<file path="src/fpre_defines.svh">
/*
  Offsets, field positions, reset values and timing counts of the
  rounding and exception unit. Assumes single-precision operands only.
*/
`ifndef FPRE_DEFINES_SVH
`define FPRE_DEFINES_SVH

// register byte offsets on the AXI4-Lite slave
`define FPRE_CTL_OFS 4'h0
`define FPRE_OPSTAT_OFS 4'h4

// fp_status_control field positions
`define FPRE_BANK_BIT 21
`define FPRE_PAIR_BIT 20
`define FPRE_PREC_BIT 19
`define FPRE_FLUSH_BIT 18
`define FPRE_CAUSE_HI 17
`define FPRE_CAUSE_LO 12
`define FPRE_EN_HI 11
`define FPRE_EN_LO 7
`define FPRE_FLAG_HI 6
`define FPRE_FLAG_LO 2
`define FPRE_RMODE_HI 1
`define FPRE_RMODE_LO 0

// reset value (flush on, round toward zero) and writable bits
`define FPRE_CTL_RST 32'h0004_0001
`define FPRE_CTL_MASK 32'h003F_FFFF

// load of the status/control word occupies this many cycles
`define FPRE_LOAD_CYCLES 4

// single-precision encodings
`define FPRE_QNAN 32'h7FC0_0000
`define FPRE_EXP_MAX 10'h0FF
`define FPRE_BIG_MAG 31'h7F7F_FFFF
`define FPRE_INF_MAG 31'h7F80_0000

// AXI responses
`define FPRE_RESP_OKAY 2'h0
`define FPRE_RESP_SLVERR 2'h2

`endif

</file>
<file path="src/fpre_pkg.sv">
/*
  Types of the rounding and exception unit: operation codes, control
  states, the rounding answer and the whole register state.
  Uses no define; every numeric constant here is written out as a literal.
*/
package fpre_pkg;

  typedef enum logic [3:0] {
    FPRE_OP_NOP = 4'h0,
    FPRE_OP_FLOAT_ADD = 4'h1,
    FPRE_OP_FLOAT_SUBTRACT = 4'h2,
    FPRE_OP_FLOAT_MULTIPLY = 4'h3,
    FPRE_OP_FUSED_MAC = 4'h4,
    FPRE_OP_DIVIDE = 4'h5,
    FPRE_OP_RECIP_SQRT = 4'h6,
    FPRE_OP_INNER_PRODUCT = 4'h7,
    FPRE_OP_MATRIX_XFORM = 4'h8,
    FPRE_OP_FLOAT_MOVE = 4'h9,
    FPRE_OP_BANK_SWAP = 4'hA,
    FPRE_OP_SIZE_TOGGLE = 4'hB,
    FPRE_OP_LOAD_SYSREG = 4'hC
  } fpre_op_e;

  typedef enum logic [1:0] {
    FPRE_ST_IDLE = 2'h1,
    FPRE_ST_LOAD = 2'h2
  } fpre_state_e;

  typedef struct packed {
    logic [31:0] value;
    logic ovf;
    logic unf;
    logic inx;
  } fpre_rnd_s;

  typedef struct packed {
    logic [31:0] ctl;
    fpre_state_e state;
    logic [3:0] cnt;
    logic [31:0] load_data;
    logic op_ready;
    logic res_valid;
    logic [31:0] res_data;
    logic res_pair;
    logic trap;
    logic dis_gen;
    logic dis_slot;
    logic last_trap;
    logic last_dis;
    logic awready;
    logic wready;
    logic aw_held;
    logic w_held;
    logic [3:0] awaddr;
    logic [31:0] wdata;
    logic [3:0] wstrb;
    logic bvalid;
    logic [1:0] bresp;
    logic arready;
    logic rvalid;
    logic [31:0] rdata;
    logic [1:0] rresp;
  } fpre_state_s;

endpackage

</file>
<file path="src/fpre_unit.sv">
/*
  Rounding and exception unit of the floating-point pipe: rounds one
  unrounded single-precision value per operation, raises cause/flag
  bits, decides between trap and default result, and handles the
  bank-swap, size-toggle, pair-move and status-load operations.
  Assumes the integer pipeline presents one operation at a time with
  a normalised 24-bit significand, a round bit and a sticky bit, and
  takes the trap and disable pulses as exception requests.
*/
// The register addresses and register access over AXI4-Lite are this design's own decisions.
// What this block does
// - rounding field code 00 picks round nearest, 01 round toward zero
// - fused multiply-accumulate rounds once, on its final unrounded value
// - nearest mode returns closest normal value, ties go to even significand; denormal results truncate
// - nearest mode: magnitude at or above overflow threshold gives signed infinity
// - toward-zero mode truncates the round bit and every digit below it
// - toward-zero mode saturates oversize magnitudes to signed largest value
// - operation with unit disabled raises slot or general disable exception
// - six sources: error, invalid, divide by zero, overflow, underflow, inexact
// - inexact reported on overflow, underflow or any rounding
// - cause holds six bits, enable and flag five; error always traps
// - occurring source sets cause and flag (error sets cause only); absent source clears cause only
// - invalid enabled traps invalid or matrix op; zero-divide enabled traps zero divisor
// - overflow, underflow, inexact enabled trap any operation that might raise them
// - all traps share one event; destination stays unwritten on trap
// - untrapped source writes default: quiet NaN, signed infinity, inexact result
// - untrapped overflow: largest normal toward zero, infinity at nearest
// - untrapped underflow: denormal or zero without flush, signed zero with flush
// - inner product and matrix transform always set inexact cause and flag
// - geometric ops may drop small partial products within the error bound
// - bank swap toggles bank select in one cycle; status load takes four cycles
// - with transfer size set, moves carry register pairs of two words
// - size toggle inverts the transfer size bit
// - cause at 17..12, enable at 11..7, flag at 6..2, all reset zero
`timescale 1ns/10ps
`default_nettype none
`include "fpre_defines.svh"

module fpre_unit import fpre_pkg::*; #(
  parameter int LOAD_CYCLES = `FPRE_LOAD_CYCLES
) (
  input wire logic REF_CLK,
  input wire logic ARST_N,
  input wire logic [3:0] S_AXI_AWADDR,
  input wire logic S_AXI_AWVALID,
  output logic S_AXI_AWREADY,
  input wire logic [31:0] S_AXI_WDATA,
  input wire logic [3:0] S_AXI_WSTRB,
  input wire logic S_AXI_WVALID,
  output logic S_AXI_WREADY,
  output logic [1:0] S_AXI_BRESP,
  output logic S_AXI_BVALID,
  input wire logic S_AXI_BREADY,
  input wire logic [3:0] S_AXI_ARADDR,
  input wire logic S_AXI_ARVALID,
  output logic S_AXI_ARREADY,
  output logic [31:0] S_AXI_RDATA,
  output logic [1:0] S_AXI_RRESP,
  output logic S_AXI_RVALID,
  input wire logic S_AXI_RREADY,
  input wire logic OP_VALID,
  output logic OP_READY,
  input wire logic [3:0] OP_CODE,
  input wire logic OP_SIGN,
  input wire logic [9:0] OP_EXP,
  input wire logic [23:0] OP_MANT,
  input wire logic OP_ROUND,
  input wire logic OP_STICKY,
  input wire logic OP_DENORM_IN,
  input wire logic OP_INVALID,
  input wire logic OP_ZERO_DIV,
  input wire logic OP_DELAY_SLOT,
  input wire logic [31:0] OP_DATA,
  input wire logic FPU_DISABLE,
  output logic RES_VALID,
  output logic [31:0] RES_DATA,
  output logic RES_PAIR,
  output logic FPU_TRAP,
  output logic DISABLE_GENERAL,
  output logic DISABLE_SLOT
);

  // the load counter is four bits wide and needs at least two cycles
  if (LOAD_CYCLES < 2 || LOAD_CYCLES > 15) begin : g_bad_load
    $error("LOAD_CYCLES must lie between 2 and 15");
  end

  localparam logic [3:0] LOAD_LAST = 4'(LOAD_CYCLES - 1);

  // one rounding step; fused multiply-accumulate arrives unrounded, so it is rounded only here
  function automatic fpre_rnd_s fpre_round(input logic s, input logic signed [9:0] e, input logic [23:0] m,
                                           input logic rb, input logic sb, input logic rz, input logic dn);
    fpre_rnd_s r;
    logic inc;
    logic [24:0] sum;
    logic [9:0] ef;
    logic [23:0] mf;
    logic [9:0] sh;
    logic [23:0] den;
    r = '0;
    r.inx = rb | sb;
    inc = !rz & rb & (sb | m[0]);
    sum = {1'h0, m} + {24'h000000, inc};
    ef = e + {9'h000, sum[24]};
    mf = sum[24] ? sum[24:1] : sum[23:0];
    sh = 10'h001 - e;
    den = (sh > 10'h017) ? 24'h000000 : (m >> sh);
    if (e <= $signed(10'h000)) begin
      // denormal path truncates; a tie here is not rounded up
      r.unf = 1'h1;
      r.inx = 1'h1;
      r.value = {s, 8'h00, dn ? 23'h000000 : den[22:0]};
    end else if ($signed(ef) >= $signed(`FPRE_EXP_MAX)) begin
      r.ovf = 1'h1;
      r.inx = 1'h1;
      r.value = {s, rz ? `FPRE_BIG_MAG : `FPRE_INF_MAG};
    end else begin
      r.value = {s, ef[7:0], mf[22:0]};
    end
    return r;
  endfunction

  // kinds: 0 overflow, 1 underflow, 2 inexact
  function automatic logic fpre_may(input logic [3:0] op, input int kind);
    logic arith;
    arith = (op >= FPRE_OP_FLOAT_ADD) && (op <= FPRE_OP_MATRIX_XFORM) && (op != FPRE_OP_RECIP_SQRT);
    return arith || (kind == 2 && op == FPRE_OP_RECIP_SQRT);
  endfunction

  fpre_state_s st;
  fpre_state_s nx;
  fpre_rnd_s rnd;
  logic op_fire;
  logic wr_fire;
  logic arith;
  logic geom;
  logic [5:0] src;
  logic [4:0] en;
  logic take_trap;
  logic [31:0] wmask;

  // one next-state process for bus, operation and load sequencing
  always_comb begin
    nx = st;
    rnd = '0;
    op_fire = OP_VALID && st.op_ready;
    wr_fire = 1'h0;
    arith = 1'h0;
    geom = 1'h0;
    src = 6'h00;
    en = st.ctl[`FPRE_EN_HI:`FPRE_EN_LO];
    take_trap = 1'h0;
    wmask = {{8{st.wstrb[3]}}, {8{st.wstrb[2]}}, {8{st.wstrb[1]}}, {8{st.wstrb[0]}}} & `FPRE_CTL_MASK;
    nx.res_valid = 1'h0;
    nx.res_pair = 1'h0;
    nx.trap = 1'h0;
    nx.dis_gen = 1'h0;
    nx.dis_slot = 1'h0;

    // write address and data are taken independently, answered once both are held
    if (S_AXI_AWVALID && st.awready) begin
      nx.aw_held = 1'h1;
      nx.awaddr = S_AXI_AWADDR;
    end
    if (S_AXI_WVALID && st.wready) begin
      nx.w_held = 1'h1;
      nx.wdata = S_AXI_WDATA;
      nx.wstrb = S_AXI_WSTRB;
    end
    if (S_AXI_BREADY && st.bvalid) begin
      nx.bvalid = 1'h0;
    end
    if (st.aw_held && st.w_held && !st.bvalid) begin
      nx.aw_held = 1'h0;
      nx.w_held = 1'h0;
      nx.bvalid = 1'h1;
      nx.bresp = `FPRE_RESP_OKAY;
      if (st.awaddr[3:2] == 2'(`FPRE_CTL_OFS >> 2)) begin
        wr_fire = 1'h1;
        nx.ctl = (st.ctl & ~wmask) | (st.wdata & wmask);
      end else if (st.awaddr[3:2] != 2'(`FPRE_OPSTAT_OFS >> 2)) begin
        nx.bresp = `FPRE_RESP_SLVERR;
      end
    end
    nx.awready = !nx.aw_held && !nx.bvalid;
    nx.wready = !nx.w_held && !nx.bvalid;

    // read channel: one word, unmapped answers zero with an error
    if (S_AXI_RREADY && st.rvalid) begin
      nx.rvalid = 1'h0;
    end
    if (S_AXI_ARVALID && st.arready) begin
      nx.rvalid = 1'h1;
      nx.rresp = `FPRE_RESP_OKAY;
      case (S_AXI_ARADDR[3:2])
        2'(`FPRE_CTL_OFS >> 2): nx.rdata = st.ctl;
        2'(`FPRE_OPSTAT_OFS >> 2): nx.rdata = {29'h00000000, !st.op_ready, st.last_trap, st.last_dis};
        default: begin
          nx.rdata = 32'h00000000;
          nx.rresp = `FPRE_RESP_SLVERR;
        end
      endcase
    end
    nx.arready = !nx.rvalid;

    // operation sequencing; op effects land after a same-cycle bus write so hardware sets win
    case (st.state)
      FPRE_ST_IDLE: begin
        if (op_fire && FPU_DISABLE) begin
          nx.dis_slot = OP_DELAY_SLOT;
          nx.dis_gen = !OP_DELAY_SLOT;
          nx.last_dis = 1'h1;
        end else if (op_fire) begin
          nx.last_dis = 1'h0;
          case (OP_CODE)
            FPRE_OP_BANK_SWAP: nx.ctl[`FPRE_BANK_BIT] = !nx.ctl[`FPRE_BANK_BIT];
            FPRE_OP_SIZE_TOGGLE: nx.ctl[`FPRE_PAIR_BIT] = !nx.ctl[`FPRE_PAIR_BIT];
            FPRE_OP_FLOAT_MOVE: begin
              nx.res_valid = 1'h1;
              nx.res_data = OP_DATA;
              nx.res_pair = st.ctl[`FPRE_PAIR_BIT];
            end
            FPRE_OP_LOAD_SYSREG: begin
              nx.state = FPRE_ST_LOAD;
              nx.cnt = LOAD_LAST;
              nx.load_data = OP_DATA;
              nx.op_ready = 1'h0;
            end
            default: begin
              arith = (OP_CODE >= FPRE_OP_FLOAT_ADD) && (OP_CODE <= FPRE_OP_MATRIX_XFORM);
              geom = (OP_CODE == FPRE_OP_INNER_PRODUCT) || (OP_CODE == FPRE_OP_MATRIX_XFORM);
            end
          endcase
        end
      end
      FPRE_ST_LOAD: begin
        // status word is held back while the unit state settles
        nx.cnt = st.cnt - 4'h1;
        if (st.cnt == 4'h1) begin
          nx.ctl = st.load_data & `FPRE_CTL_MASK;
          nx.state = FPRE_ST_IDLE;
          nx.op_ready = 1'h1;
        end
      end
      default: begin
        nx.state = FPRE_ST_IDLE;
        nx.op_ready = 1'h1;
      end
    endcase

    // exception sources, trap decision and default results
    if (arith) begin
      // codes 10 and 11 are reserved; only bit 0 is looked at
      rnd = fpre_round(OP_SIGN, $signed(OP_EXP), OP_MANT, OP_ROUND, OP_STICKY, st.ctl[`FPRE_RMODE_LO],
                       st.ctl[`FPRE_FLUSH_BIT]);
      src[5] = OP_DENORM_IN && !st.ctl[`FPRE_FLUSH_BIT];
      src[4] = OP_INVALID && !src[5];
      src[3] = OP_ZERO_DIV && !src[5] && !src[4] &&
               (OP_CODE == FPRE_OP_DIVIDE || OP_CODE == FPRE_OP_RECIP_SQRT);
      src[2] = rnd.ovf && (src[5:3] == 3'h0);
      src[1] = rnd.unf && (src[5:3] == 3'h0);
      // geometric ops drop small partial products, so inexact is simply assumed
      src[0] = (rnd.inx && (src[5:3] == 3'h0)) || geom;
      take_trap = src[5] || (en[4] && (src[4] || OP_CODE == FPRE_OP_MATRIX_XFORM)) ||
                  (en[3] && src[3]) || (en[2] && fpre_may(OP_CODE, 0)) ||
                  (en[1] && fpre_may(OP_CODE, 1)) || (en[0] && fpre_may(OP_CODE, 2));
      nx.ctl[`FPRE_CAUSE_HI:`FPRE_CAUSE_LO] = src;
      nx.ctl[`FPRE_FLAG_HI:`FPRE_FLAG_LO] = nx.ctl[`FPRE_FLAG_HI:`FPRE_FLAG_LO] | src[4:0];
      nx.last_trap = take_trap;
      nx.trap = take_trap;
      nx.res_valid = !take_trap;
      if (src[4]) begin
        nx.res_data = `FPRE_QNAN;
      end else if (src[3]) begin
        nx.res_data = {OP_SIGN, `FPRE_INF_MAG};
      end else begin
        nx.res_data = rnd.value;
      end
    end
  end

  // the whole state registers here; reset takes constants only
  always_ff @(posedge REF_CLK or negedge ARST_N) begin
    if (!ARST_N) begin
      st <= '0;
      st.ctl <= `FPRE_CTL_RST;
      st.state <= FPRE_ST_IDLE;
      st.op_ready <= 1'h1;
      st.awready <= 1'h1;
      st.wready <= 1'h1;
      st.arready <= 1'h1;
    end else begin
      st <= nx;
    end
  end

  // every output is a register field
  assign S_AXI_AWREADY = st.awready;
  assign S_AXI_WREADY = st.wready;
  assign S_AXI_BRESP = st.bresp;
  assign S_AXI_BVALID = st.bvalid;
  assign S_AXI_ARREADY = st.arready;
  assign S_AXI_RDATA = st.rdata;
  assign S_AXI_RRESP = st.rresp;
  assign S_AXI_RVALID = st.rvalid;
  assign OP_READY = st.op_ready;
  assign RES_VALID = st.res_valid;
  assign RES_DATA = st.res_data;
  assign RES_PAIR = st.res_pair;
  assign FPU_TRAP = st.trap;
  assign DISABLE_GENERAL = st.dis_gen;
  assign DISABLE_SLOT = st.dis_slot;

  // helper: a clean add with all traps masked, so the result is always written
  logic add_clean;
  assign add_clean = op_fire && !FPU_DISABLE && OP_CODE == FPRE_OP_FLOAT_ADD && !OP_DENORM_IN &&
                     !OP_INVALID && st.ctl[`FPRE_EN_HI:`FPRE_EN_LO] == 5'h00;
endmodule
`default_nettype wire

</file>
<file path="config.mk">
export PLATFORM = sky130hd
export DESIGN_NAME = fpre_unit
export DESIGN_NICKNAME = d
export VERILOG_FILES = /design/src/fpre_pkg.sv /design/src/fpre_unit.sv
export VERILOG_INCLUDE_DIRS = /design/src /design/src/src
export SDC_FILE = /design/constraint.sdc
export NUM_CORES = 1
export LEC_CHECK = 0
export BUFFER_PORTS_ARGS = -buffer_cell sky130_fd_sc_hd__buf_2
export CAP_MARGIN = 20
export CORE_MARGIN = 1.5
export CORE_UTILIZATION = 40
export CTS_BUF_LIST = sky130_fd_sc_hd__clkbuf_8
export CTS_CLUSTER_DIAMETER = 50
export DETAILED_ROUTE_END_ITERATION = 8
export PLACE_DENSITY = 0.65
export RECOVER_POWER = 100
export SLEW_MARGIN = 20
export SYNTH_ARGS = -nofsm -noshare
export SYNTH_HDL_FRONTEND = slang
export SYNTH_SLANG_ARGS = --single-unit
</file>
<file path="constraint.sdc">
create_clock -name REF_CLK -period 4.25 [get_ports REF_CLK]
set_input_delay 1.0625 -clock REF_CLK [delete_from_list [all_inputs] [get_ports REF_CLK]]
set_output_delay 1.0625 -clock REF_CLK [all_outputs]
set_load 0.01 [all_outputs]
</file>
== Word-level counts from Yosys, hierarchy flattened ==
Index checks and enable logic that the tools add are counted.
Storage, ports and cells
  memories kept: 0
  output and inout port bits: 79
  bits in read-only memories: 0
  register bits: 192
  word-level logic and storage cells: 192
  memory bits (writable): 0
  input bits: 130
  latch bits: 0
Operators by class
  bitwise gates (word level): 10
  $lt $le $gt $ge: 5
  multipliers: 0
  reductions and logical operators: 65
  shift operators: 1
  muxes and demuxes: 62
  equality and inequality tests: 19
  $add $sub $neg: 4
  div/mod/pow operators: 0
Operators by type and width (count)
  73-bit 2-to-1 mux: 2
  34-bit 2-to-1 mux: 3
  32-bit 2-to-1 mux: 3
  31-bit 2-to-1 mux: 3
  23-bit 2-to-1 mux: 3
  32-bit one-hot mux with 2 select lines: 1
  39-bit 2-to-1 mux: 1
  35-bit 2-to-1 mux: 1
  33-bit 2-to-1 mux: 1
  32-bit by 22-bit bitwise AND with 32-bit output: 1
  32-bit bitwise AND: 1
  22-bit NOT with 32-bit output: 1
  32-bit OR: 1
  1-bit logical AND: 26
  1-bit 2-to-1 mux: 26
  24-bit by 1-bit adder with 25-bit output: 1
  24-bit 2-to-1 mux: 1
  24-bit by 10-bit >> shifter with 23-bit output: 1
  4-bit equality test, second input constant: 5
  20-bit 2-to-1 mux: 1
  2-bit 2-to-1 mux: 8
  4-bit AND reduction: 4
  1-bit zero test: 14
  4-bit by 3-bit equality test with 1-bit output, second input constant: 3
  32 further kinds: 54

== Longest topological paths before layout ==
Gate-level depths: netlist (run 1).
  depth after elaboration: 14
  depth in mapped cells: 17
  gate-level depth less buffers: 16

== Least setup slack after synthesis (run 1) ==
OpenSTA, ideal clock, no wires.
  path type: input-to-reg
  start: input OP_STICKY
  end: register st[173] (netlist name)
  cell stages on the path: 15
  path buffers: 0
  data required time: 4.118 ns
  arrival time: 4.315 ns
  setup slack: -0.196 ns
  setup time: 0.132 ns
  path through: o211a_1 -> ha_1 -> ha_1 -> nand2_1 -> nor4_4 -> and3_1 -> ha_1 -> ha_1 -> nand2_1 -> a211o_1 -> a32oi_4 -> o31ai_4 -> or4_1 -> a22oi_1 -> o21ai_1
RTL lines
  start: declaration: line fpre_unit.sv:68  | input wire logic OP_STICKY,
  end signal: assignment: line fpre_unit.sv:293  | st <= nx;
  end: declaration: line fpre_unit.sv:130  | fpre_state_s st;

== Final worst setup path (run 1) ==
  start: input OP_STICKY
  end: register st (netlist bit RES_DATA[3])
On the way
  cells in the longest elaborated chain, start to end: 10
  elaborated cells between the ends (all ways): 11
  classes of those cells: add/sub (2); order compare (1); mux (6); bitwise (2)
Ends and longest elaborated chain
  1-bit OR (*): line fpre_unit.sv:102  | inc = !rz & rb & (sb | m[0]);
  1-bit bitwise AND (*): line fpre_unit.sv:102
  24-bit by 1-bit adder with 25-bit output (*): line fpre_unit.sv:103  | sum = {1'h0, m} + {24'h000000, inc};
  10-bit by 1-bit adder with 10-bit output: line fpre_unit.sv:104  | ef = e + {9'h000, sum[24]};
  10-bit by 9-bit greater-or-equal comparator with 1-bit output: line fpre_unit.sv:113  | end else if ($signed(ef) >= $signed(`FPRE_EXP_MAX)) begin
  31-bit 2-to-1 mux (*): line fpre_unit.sv:113
  31-bit 2-to-1 mux (*): line fpre_unit.sv:108  | if (e <= $signed(10'h000)) begin
  31-bit 2-to-1 mux (*): line fpre_unit.sv:274  | end else if (src[3]) begin
  32-bit 2-to-1 mux (*): line fpre_unit.sv:272  | if (src[4]) begin
  33-bit 2-to-1 mux (*): line fpre_unit.sv:252  | if (arith) begin
Mark *: on every way between the ends. The rest lies on a longest branch, timed or not.
A chain may end at the register's enable or synchronous reset.

==> results of run 1 <==
[power breakdown]
part	internal [mW]	switching, mW	leakage, nW	total, mW
clock network	0.748	0.541	0.237	1.29
logic	0.512	0.581	2.76	1.09
registers	1.74	0.224	1.93	1.96
total	3.00	1.35	4.92	4.35
[worst max path at each step]
stage | to | cells past startpoint
6_report | RES_DATA[3]$_DFFE_PN0P_ | 16
5_1_grt | RES_DATA[3]$_DFFE_PN0P_ | 16
4_1_cts | st[173]$_DFF_PN0_ | 16
3_5_place_dp | st[173]$_DFF_PN0_ | 16
3_3_place_gp | st[173]$_DFF_PN0_ | 16
2_1_floorplan | st[173]$_DFF_PN0_ | 15
[per-stage QoR]
step           instance area, um^2  hold WS, ns  setup TNS, ns   util
5_1_grt                      10800        0.450              0  0.463
4_1_cts                      11000        0.433              0  0.470
6_report                     10800        0.429              0  0.463
3_5_place_dp                 10500        0.422          -1.89  0.450
2_1_floorplan                 9550        0.402              0      -
3_3_place_gp                 10500        0.418         -0.585  0.450
[kinds of logic after synthesis]
group | Yosys count
simple gates | 302
compound gates | 232
flops | 149
buf+inv | 147
mux | 105
xor+xnor | 31
fa+ha+maj | 10
other cells | 1
[flip-flops by register name (all words and copies together), names as in the netlist]
name and count:
st 76, S_AXI_AWREADY 1, en 5, FPU_TRAP 1, OP_READY 1, RES_PAIR 1
S_AXI_RDATA 23, S_AXI_ARREADY 1, RES_DATA 32, DISABLE_SLOT 1, RES_VALID 1, S_AXI_BVALID 1
S_AXI_WREADY 1, S_AXI_RVALID 1, S_AXI_RRESP 1, DISABLE_GENERAL 1, S_AXI_BRESP 1
[cells in the mapped netlist (7+ instances only)]
| library cell | instances |
|---|---|
| a21oi_1 | 60 |
| mux4_2 | 23 |
| a31oi_1 | 14 |
| nand4_1 | 12 |
| buf_4 | 72 |
| xor2_1 | 11 |
| buf_2 | 10 |
| dfstp_2 | 7 |
| nand2_1 | 93 |
| nor3_1 | 18 |
| mux2_2 | 56 |
| a31o_2 | 9 |
| mux2i_1 | 26 |
| o21ai_0 | 51 |
| and2_1 | 8 |
| inv_1 | 16 |
| clkbuf_1 | 36 |
| xnor2_1 | 20 |
| a22o_1 | 21 |
| dfrtp_1 | 142 |
| o31ai_1 | 11 |
| and3_1 | 18 |
| ha_1 | 10 |
| nand3_1 | 53 |
| nor2_1 | 60 |
| o22ai_1 | 12 |
[cell type report]
| cell class | count | area, um^2 |
|---|---|---|
| Fill cell | 2367 | 12600 |
| Tap cell | 319 | 399 |
| Sequential cell | 149 | 3740 |
| Clock buffer | 20 | 275 |
| Clock inverter | 12 | 200 |
| Inverter | 17 | 63.8 |
| Timing Repair Buffer | 246 | 1250 |
| Multi-Input combinational cell | 682 | 4920 |
| Antenna cell | 1 | 2.50 |
[worst max-delay path: cells and delay by family]
family / cells / cell delay (ns)
xor gates and xnor gates: 1 / 0.15
and+or+nand+nor: 6 / 1.42
buffers and inverters: 2 / 0.37
adders and majority gates: 3 / 0.45
AOI/OAI and AO/OA: 4 / 1.01
[routing by layer]
layer / routed length [um] / GRT usage / up-vias
met5: 0 / 0 / -
met4: 255 / 0.0544 / 0
met3: 1540 / 0.0317 / 16
met2: 13500 / 0.379 / 267
met1: 12400 / 0.298 / 3888
li1: - / - / 3773
==> impl_results.md, run 1 <==
* Commonest cells after routing, fill and taps aside: dfrtp_1, buf_2, nand2_1
* Headroom to the max-slew limit at -0.495
* R2R setup slack at around 0.24 ns
* Ys async rst share at 1.00
* Vias in the first global route at between 7000 and 8000
* Critical-path top delay cell: or4_1
* Nets at 1253
* Synth-to-Final Area Change at 14.3%
* Sequential fraction of the synthesis area at 0.394
* Leakage power at 4.92 nW
* Starting density of the core at 0.406
* Critical Path RT at 4.62 ns
* Core Rows at 56
* Largest family of logic cells by synthesized area: compound AO/OA/AOI/OAI gates
* Initial antenna violation count at 1
* Top cells by area, synth: dfrtp_1, mux2_2, buf_4
* Startpoint Class: primary input
* Post-synth EDFFs at 0
* Synth warn at 0
* # hold bufs at CTS at 0
* Chip Height at 157 um
* Setup Crit Path Kind: in2reg
* Final Cycle Share at 0.965
* Post-DR vias/cell at 5.49
* Worst Reg-to-Reg Cells at 16
* Clk buf depth at 2
* Top-area cell type share of the netlist area at 0.374
* FF-to-FF Start: st[161]$_DFF_PN1_
* Largest net degree at the start of global routing at 96
* Hold Crit Class: reg2reg
* Routed WL at 27700 um
* Num ports at 209
* Worst slack, placed at -0.258 ns
* Area of the core at around 0.023 mm^2
* GRT Total Usage at 0.222
* FF+latch count, synth at approximately 150
* Initial DRT Pass Iterations at 5
* Maximum vdd ir drop at about 0.00026 V
* Worst Min Path Start: st[80]$_DFF_PN0_
* Iter 0 DRT Violations at between 500 and 600
* H-tree depth at 4
* Post-Synth Adder-Cell Area at 0.0132
* Status: finished with violations
* Routed length per placed instance at 19.1 um
* Power consumption at 4.35 mW
* Mapped Cells at between 900 and 1000
* Post-synth cell types at 79
* Port bufs at ~190
* HPWL Detailed at roughly 21000 um
* CP most frequent cell: ha_4
* Multiplexer area fraction after synthesis at 0.148
* Max Freq at 0.244 GHz
* Clock slew at reported path FFs at 0.09 ns
* Drt drc at 0
* Max Slew Vio Count at 96
* Worst Hold Depth at 1
* Violated checks: capacitance limit, slew limit
* TritonCTS clock tree: built
* Grt ovf at 0
* Area of the mapped netlist at 0.00949 mm^2
* Maxcap violations at 2
* Global-route wire length before repair at 42100 um
* Syn avg cell area at between 9 and 10 um^2
* Final WS setup at about 0.15 ns
* R2r endpoint: RES_DATA[3]$_DFFE_PN0P_
* Crit-path cells: buf_2, o211a_1, ha_4, ha_4, nand2_2, nor4_4, and3_4, ha_4, nand2_2, xor2_1, or4_1, o31ai_4, clkbuf_1, nor2_1, a211o_1, o22ai_2
* ANT nets after route at 0
* Placed cell count at roughly 1400
* Measured slew at the worst slew-check pin at 2.24 ns
* Non-Filler Instances at 1446
* Cell accounting for the most synthesized area: dfrtp_1
* XOR/XNOR Fraction of Synth Area at 0.0286
* Final hold vios at 0
* Synth Area in Compound Gates at 0.164
* Hold endpoint: S_AXI_AWREADY$_DFF_PN1_
* Clk_skew at around 0.013 ns
* Clock latency at the later pin of the worst-skew pair at 0.45 ns
* Final Setup Violations at 0
* Slowest cell delay on critical path at a little under 0.6 ns
* Total Die Area at 0.0247 mm^2
* Gpl congestion at 0.937
* Setup Fix Bufs, Post-CTS at 0
* Top fanout value on the critical path at 4
* Worst setup startpoint: OP_STICKY
* PostCTS Resize Cnt at 0
* WP data arrival at 4.47 ns
* # clock sinks at 149
* Routed vias at 7944
* Layout cell share with drive strength beyond 1 at 0.273
* CTS Buf Count at 17
* Fin crit period at ~4 ns
* Die Span X at 157 um
* Synth Flop Type: dfrtp_1
* Post-Synth Simple-Gate Area at 0.158
* Worst Setup End Kind: register
* RSZ-0062 raised after global routing: no
* Most common cell after layout, fill and taps aside: dfrtp_1
* PwrDens at 401 mW/mm^2
* CTS Root Cell: clkbuf_8
No activity file was read; power rests on OpenSTA's default activity.
==> run 2, diff against run 1 <==
clock period = 4.3 ns   (was 4.25 ns; I/O delays follow)
==> run 2 against run 1 <==
Compared with the run above:
- the run still ends with capacitance limit, slew limit left
- design area decreased by 0.59%
- hold slack better by 0.0058 ns
- global-route usage about the same
- sequential power about the same
- clock-buffer cell count fell by 2
- power down 4.1%
- register-to-register slack gained 0.03 ns
- sequential cell count unchanged
- critical path type unchanged
- largest power group unchanged
- highest routed layer unchanged
==> impl_results.md, run 2 (synthesis results as in run 1) <==
* Startpoint Class: primary input
* TritonCTS clock tree: built
* Worst Setup End Kind: register
* Synth-to-Final Area Change at 13.6%
* PostCTS Resize Cnt at 0
* Measured slew at the worst slew-check pin at 2.17 ns
* Hold Crit Class: reg2reg
* Setup Crit Path Kind: in2reg
* Layout cell share with drive strength beyond 1 at 0.276
* Largest net degree at the start of global routing at 85
* Routed length per placed instance at ~19 um
* Violated checks: capacitance limit, slew limit
* Max reg flops at 76
* Routed vias at 7928
* Max Freq at 0.245 GHz
* Routed WL at 27400 um
* GRT Total Usage at 0.223
* # hold bufs at CTS at 0
* Top fanout value on the critical path at 10
* Grt ovf at 0
* Iter 0 DRT Violations at around 550
* Leakage power at 4.91 nW
* RSZ-0062 raised after global routing: no
* ANT nets after route at 0
* Final Cycle Share at 0.951
* Register area at about 0.0037 mm^2
* Setup TNS at 0 ns
* Final Util at 0.461
* H-tree depth at 4
* PwrDens at 386 mW/mm^2
* Nets at 1254
* Final Setup Violations at 0
* Area of the core at 0.0234 mm^2
* HPWL Detailed at about 21000 um
* Num ports at between 200 and 250
* Most common cell after layout, fill and taps aside: dfrtp_1
* Initial DRT Pass Iterations at 7
* Clk buf depth at 2
* Fill count at 2376
* Drt drc at 0
* Maxcap violations at 2
* Fin crit period at between 4 and 5 ns
* CTS Root Cell: clkbuf_8
* Setup Fix Bufs, Post-CTS at 0
* Vias in the first global route at between 7000 and 8000
* Final hold vios at 0
* Multi-input logic area at 0.00491 mm^2
* CTS Buf Count at 17
* Status: finished with violations
* Largest register by flop count: st
* Maximum vdd ir drop at about 0.00023 V
* Critical Path RT at 4.62 ns
* Headroom to the max-slew limit at -0.444
* Global-route wire length before repair at 42200 um
* Non-Filler Instances at approximately 1400
* Core Rows at 56
* Chip Height at 157 um
* Total Die Area at 0.0247 mm^2
* # clock sinks at about 150
* Placed cell count at between 1000 and 1500
* Die Span X at 157 um
* Clk_skew at 0.0196 ns
* WP data arrival at ~4.4 ns
* Port bufs at 191
* Clock latency at the later pin of the worst-skew pair at 0.45 ns
* Starting density of the core at 0.406
* Post-DR vias/cell at 5.48
* Max Slew Vio Count at ~120
* Clock slew at reported path FFs at approximately 0.09 ns
* Initial antenna violation count at 2
* Commonest cells after routing, fill and taps aside: dfrtp_1, buf_2, nand2_1
* Gpl congestion at 0.952
-- run 2: changes by cell type in the layout (fill, tap and decap cells not counted), moves of 2 or more --
cell        previous run  this run
bufinv_16              5         3
clkbuf_8              20        18
clkinv_4               1         4
clkinvlp_4             2         0
inv_6                  2         4
-- run 2: per-layer routing --
| metal | routed length, um | share of wire | GRT usage | vias to the layer above |
|---|---|---|---|---|
| li1 | - | - | - | 3787 |
| met1 | 12000 | 0.44 | 0.304 | 3794 |
| met2 | 13200 | 0.48 | 0.367 | 319 |
| met3 | 1740 | 0.063 | 0.0270 | 28 |
| met4 | 538 | 0.020 | 0.0732 | 0 |
| met5 | 0 | 0 | 0 | - |
-- run 2: power breakdown --
group	switching, mW	internal, mW	total (mW)	leakage, nW
clock network	0.549	0.596	1.15	0.220
logic	0.574	0.507	1.08	2.76
registers	0.220	1.72	1.94	1.93
-- run 2: cell type report --
class,count,area share
multi-input cells,682,0.455
flip-flops and latches,149,0.347
repair buffers,247,0.115
well taps,319,0.0370
clock buffers,18,0.0230
clock inverters,14,0.0161
inverters,17,0.00592
diodes,2,0.000464
-- run 2: worst paths after layout --
path / from / to / slack, ns / cells past startpoint
worst max-delay path: OP_STICKY / RES_DATA[12]$_DFFE_PN0P_ / 0.21 / 16
worst min-delay path: st[79]$_DFF_PN0_ / S_AXI_WREADY$_DFF_PN1_ / 0.43 / 1
worst max register to register: st[161]$_DFF_PN1_ / RES_DATA[12]$_DFFE_PN0P_ / 0.27 / 16
worst min register to register: st[79]$_DFF_PN0_ / S_AXI_WREADY$_DFF_PN1_ / 0.43 / 1
max in group asynchronous: ARST_N / st[135]$_DFFE_PN0P_ / 1.18 / 2
min in group asynchronous: ARST_N / st[80]$_DFF_PN0_ / 1.23 / 1
-- run 2: per-stage QoR --
step / hold WS (ns) / power, mW / worst slack (ns) / area (um^2)
6_report: 0.435 / 4.17 / 0.212 / 10800
3_5_place_dp: 0.423 / 3.06 / -0.203 / 10500
3_3_place_gp: 0.419 / 3.04 / -0.167 / 10500
5_1_grt: 0.458 / 4.39 / 0.0231 / 10800
2_1_floorplan: 0.402 / 2.69 / 0.0366 / 9550
4_1_cts: 0.440 / 4.21 / 0.265 / 10900
-- run 2: worst max-delay path, cell delays in order --
cell and delay, ns:
buf_2 0.09, o211a_1 0.19, ha_4 0.16, ha_4 0.12, nand2_1 0.09, nor4_4 0.32, and3_4 0.26, ha_4 0.15
nand2_2 0.07, xor2_1 0.15, or4_4 0.53, o31ai_2 0.33, clkbuf_1 0.32, a31o_2 0.22, clkbuf_4 0.21, o22ai_1 0.10
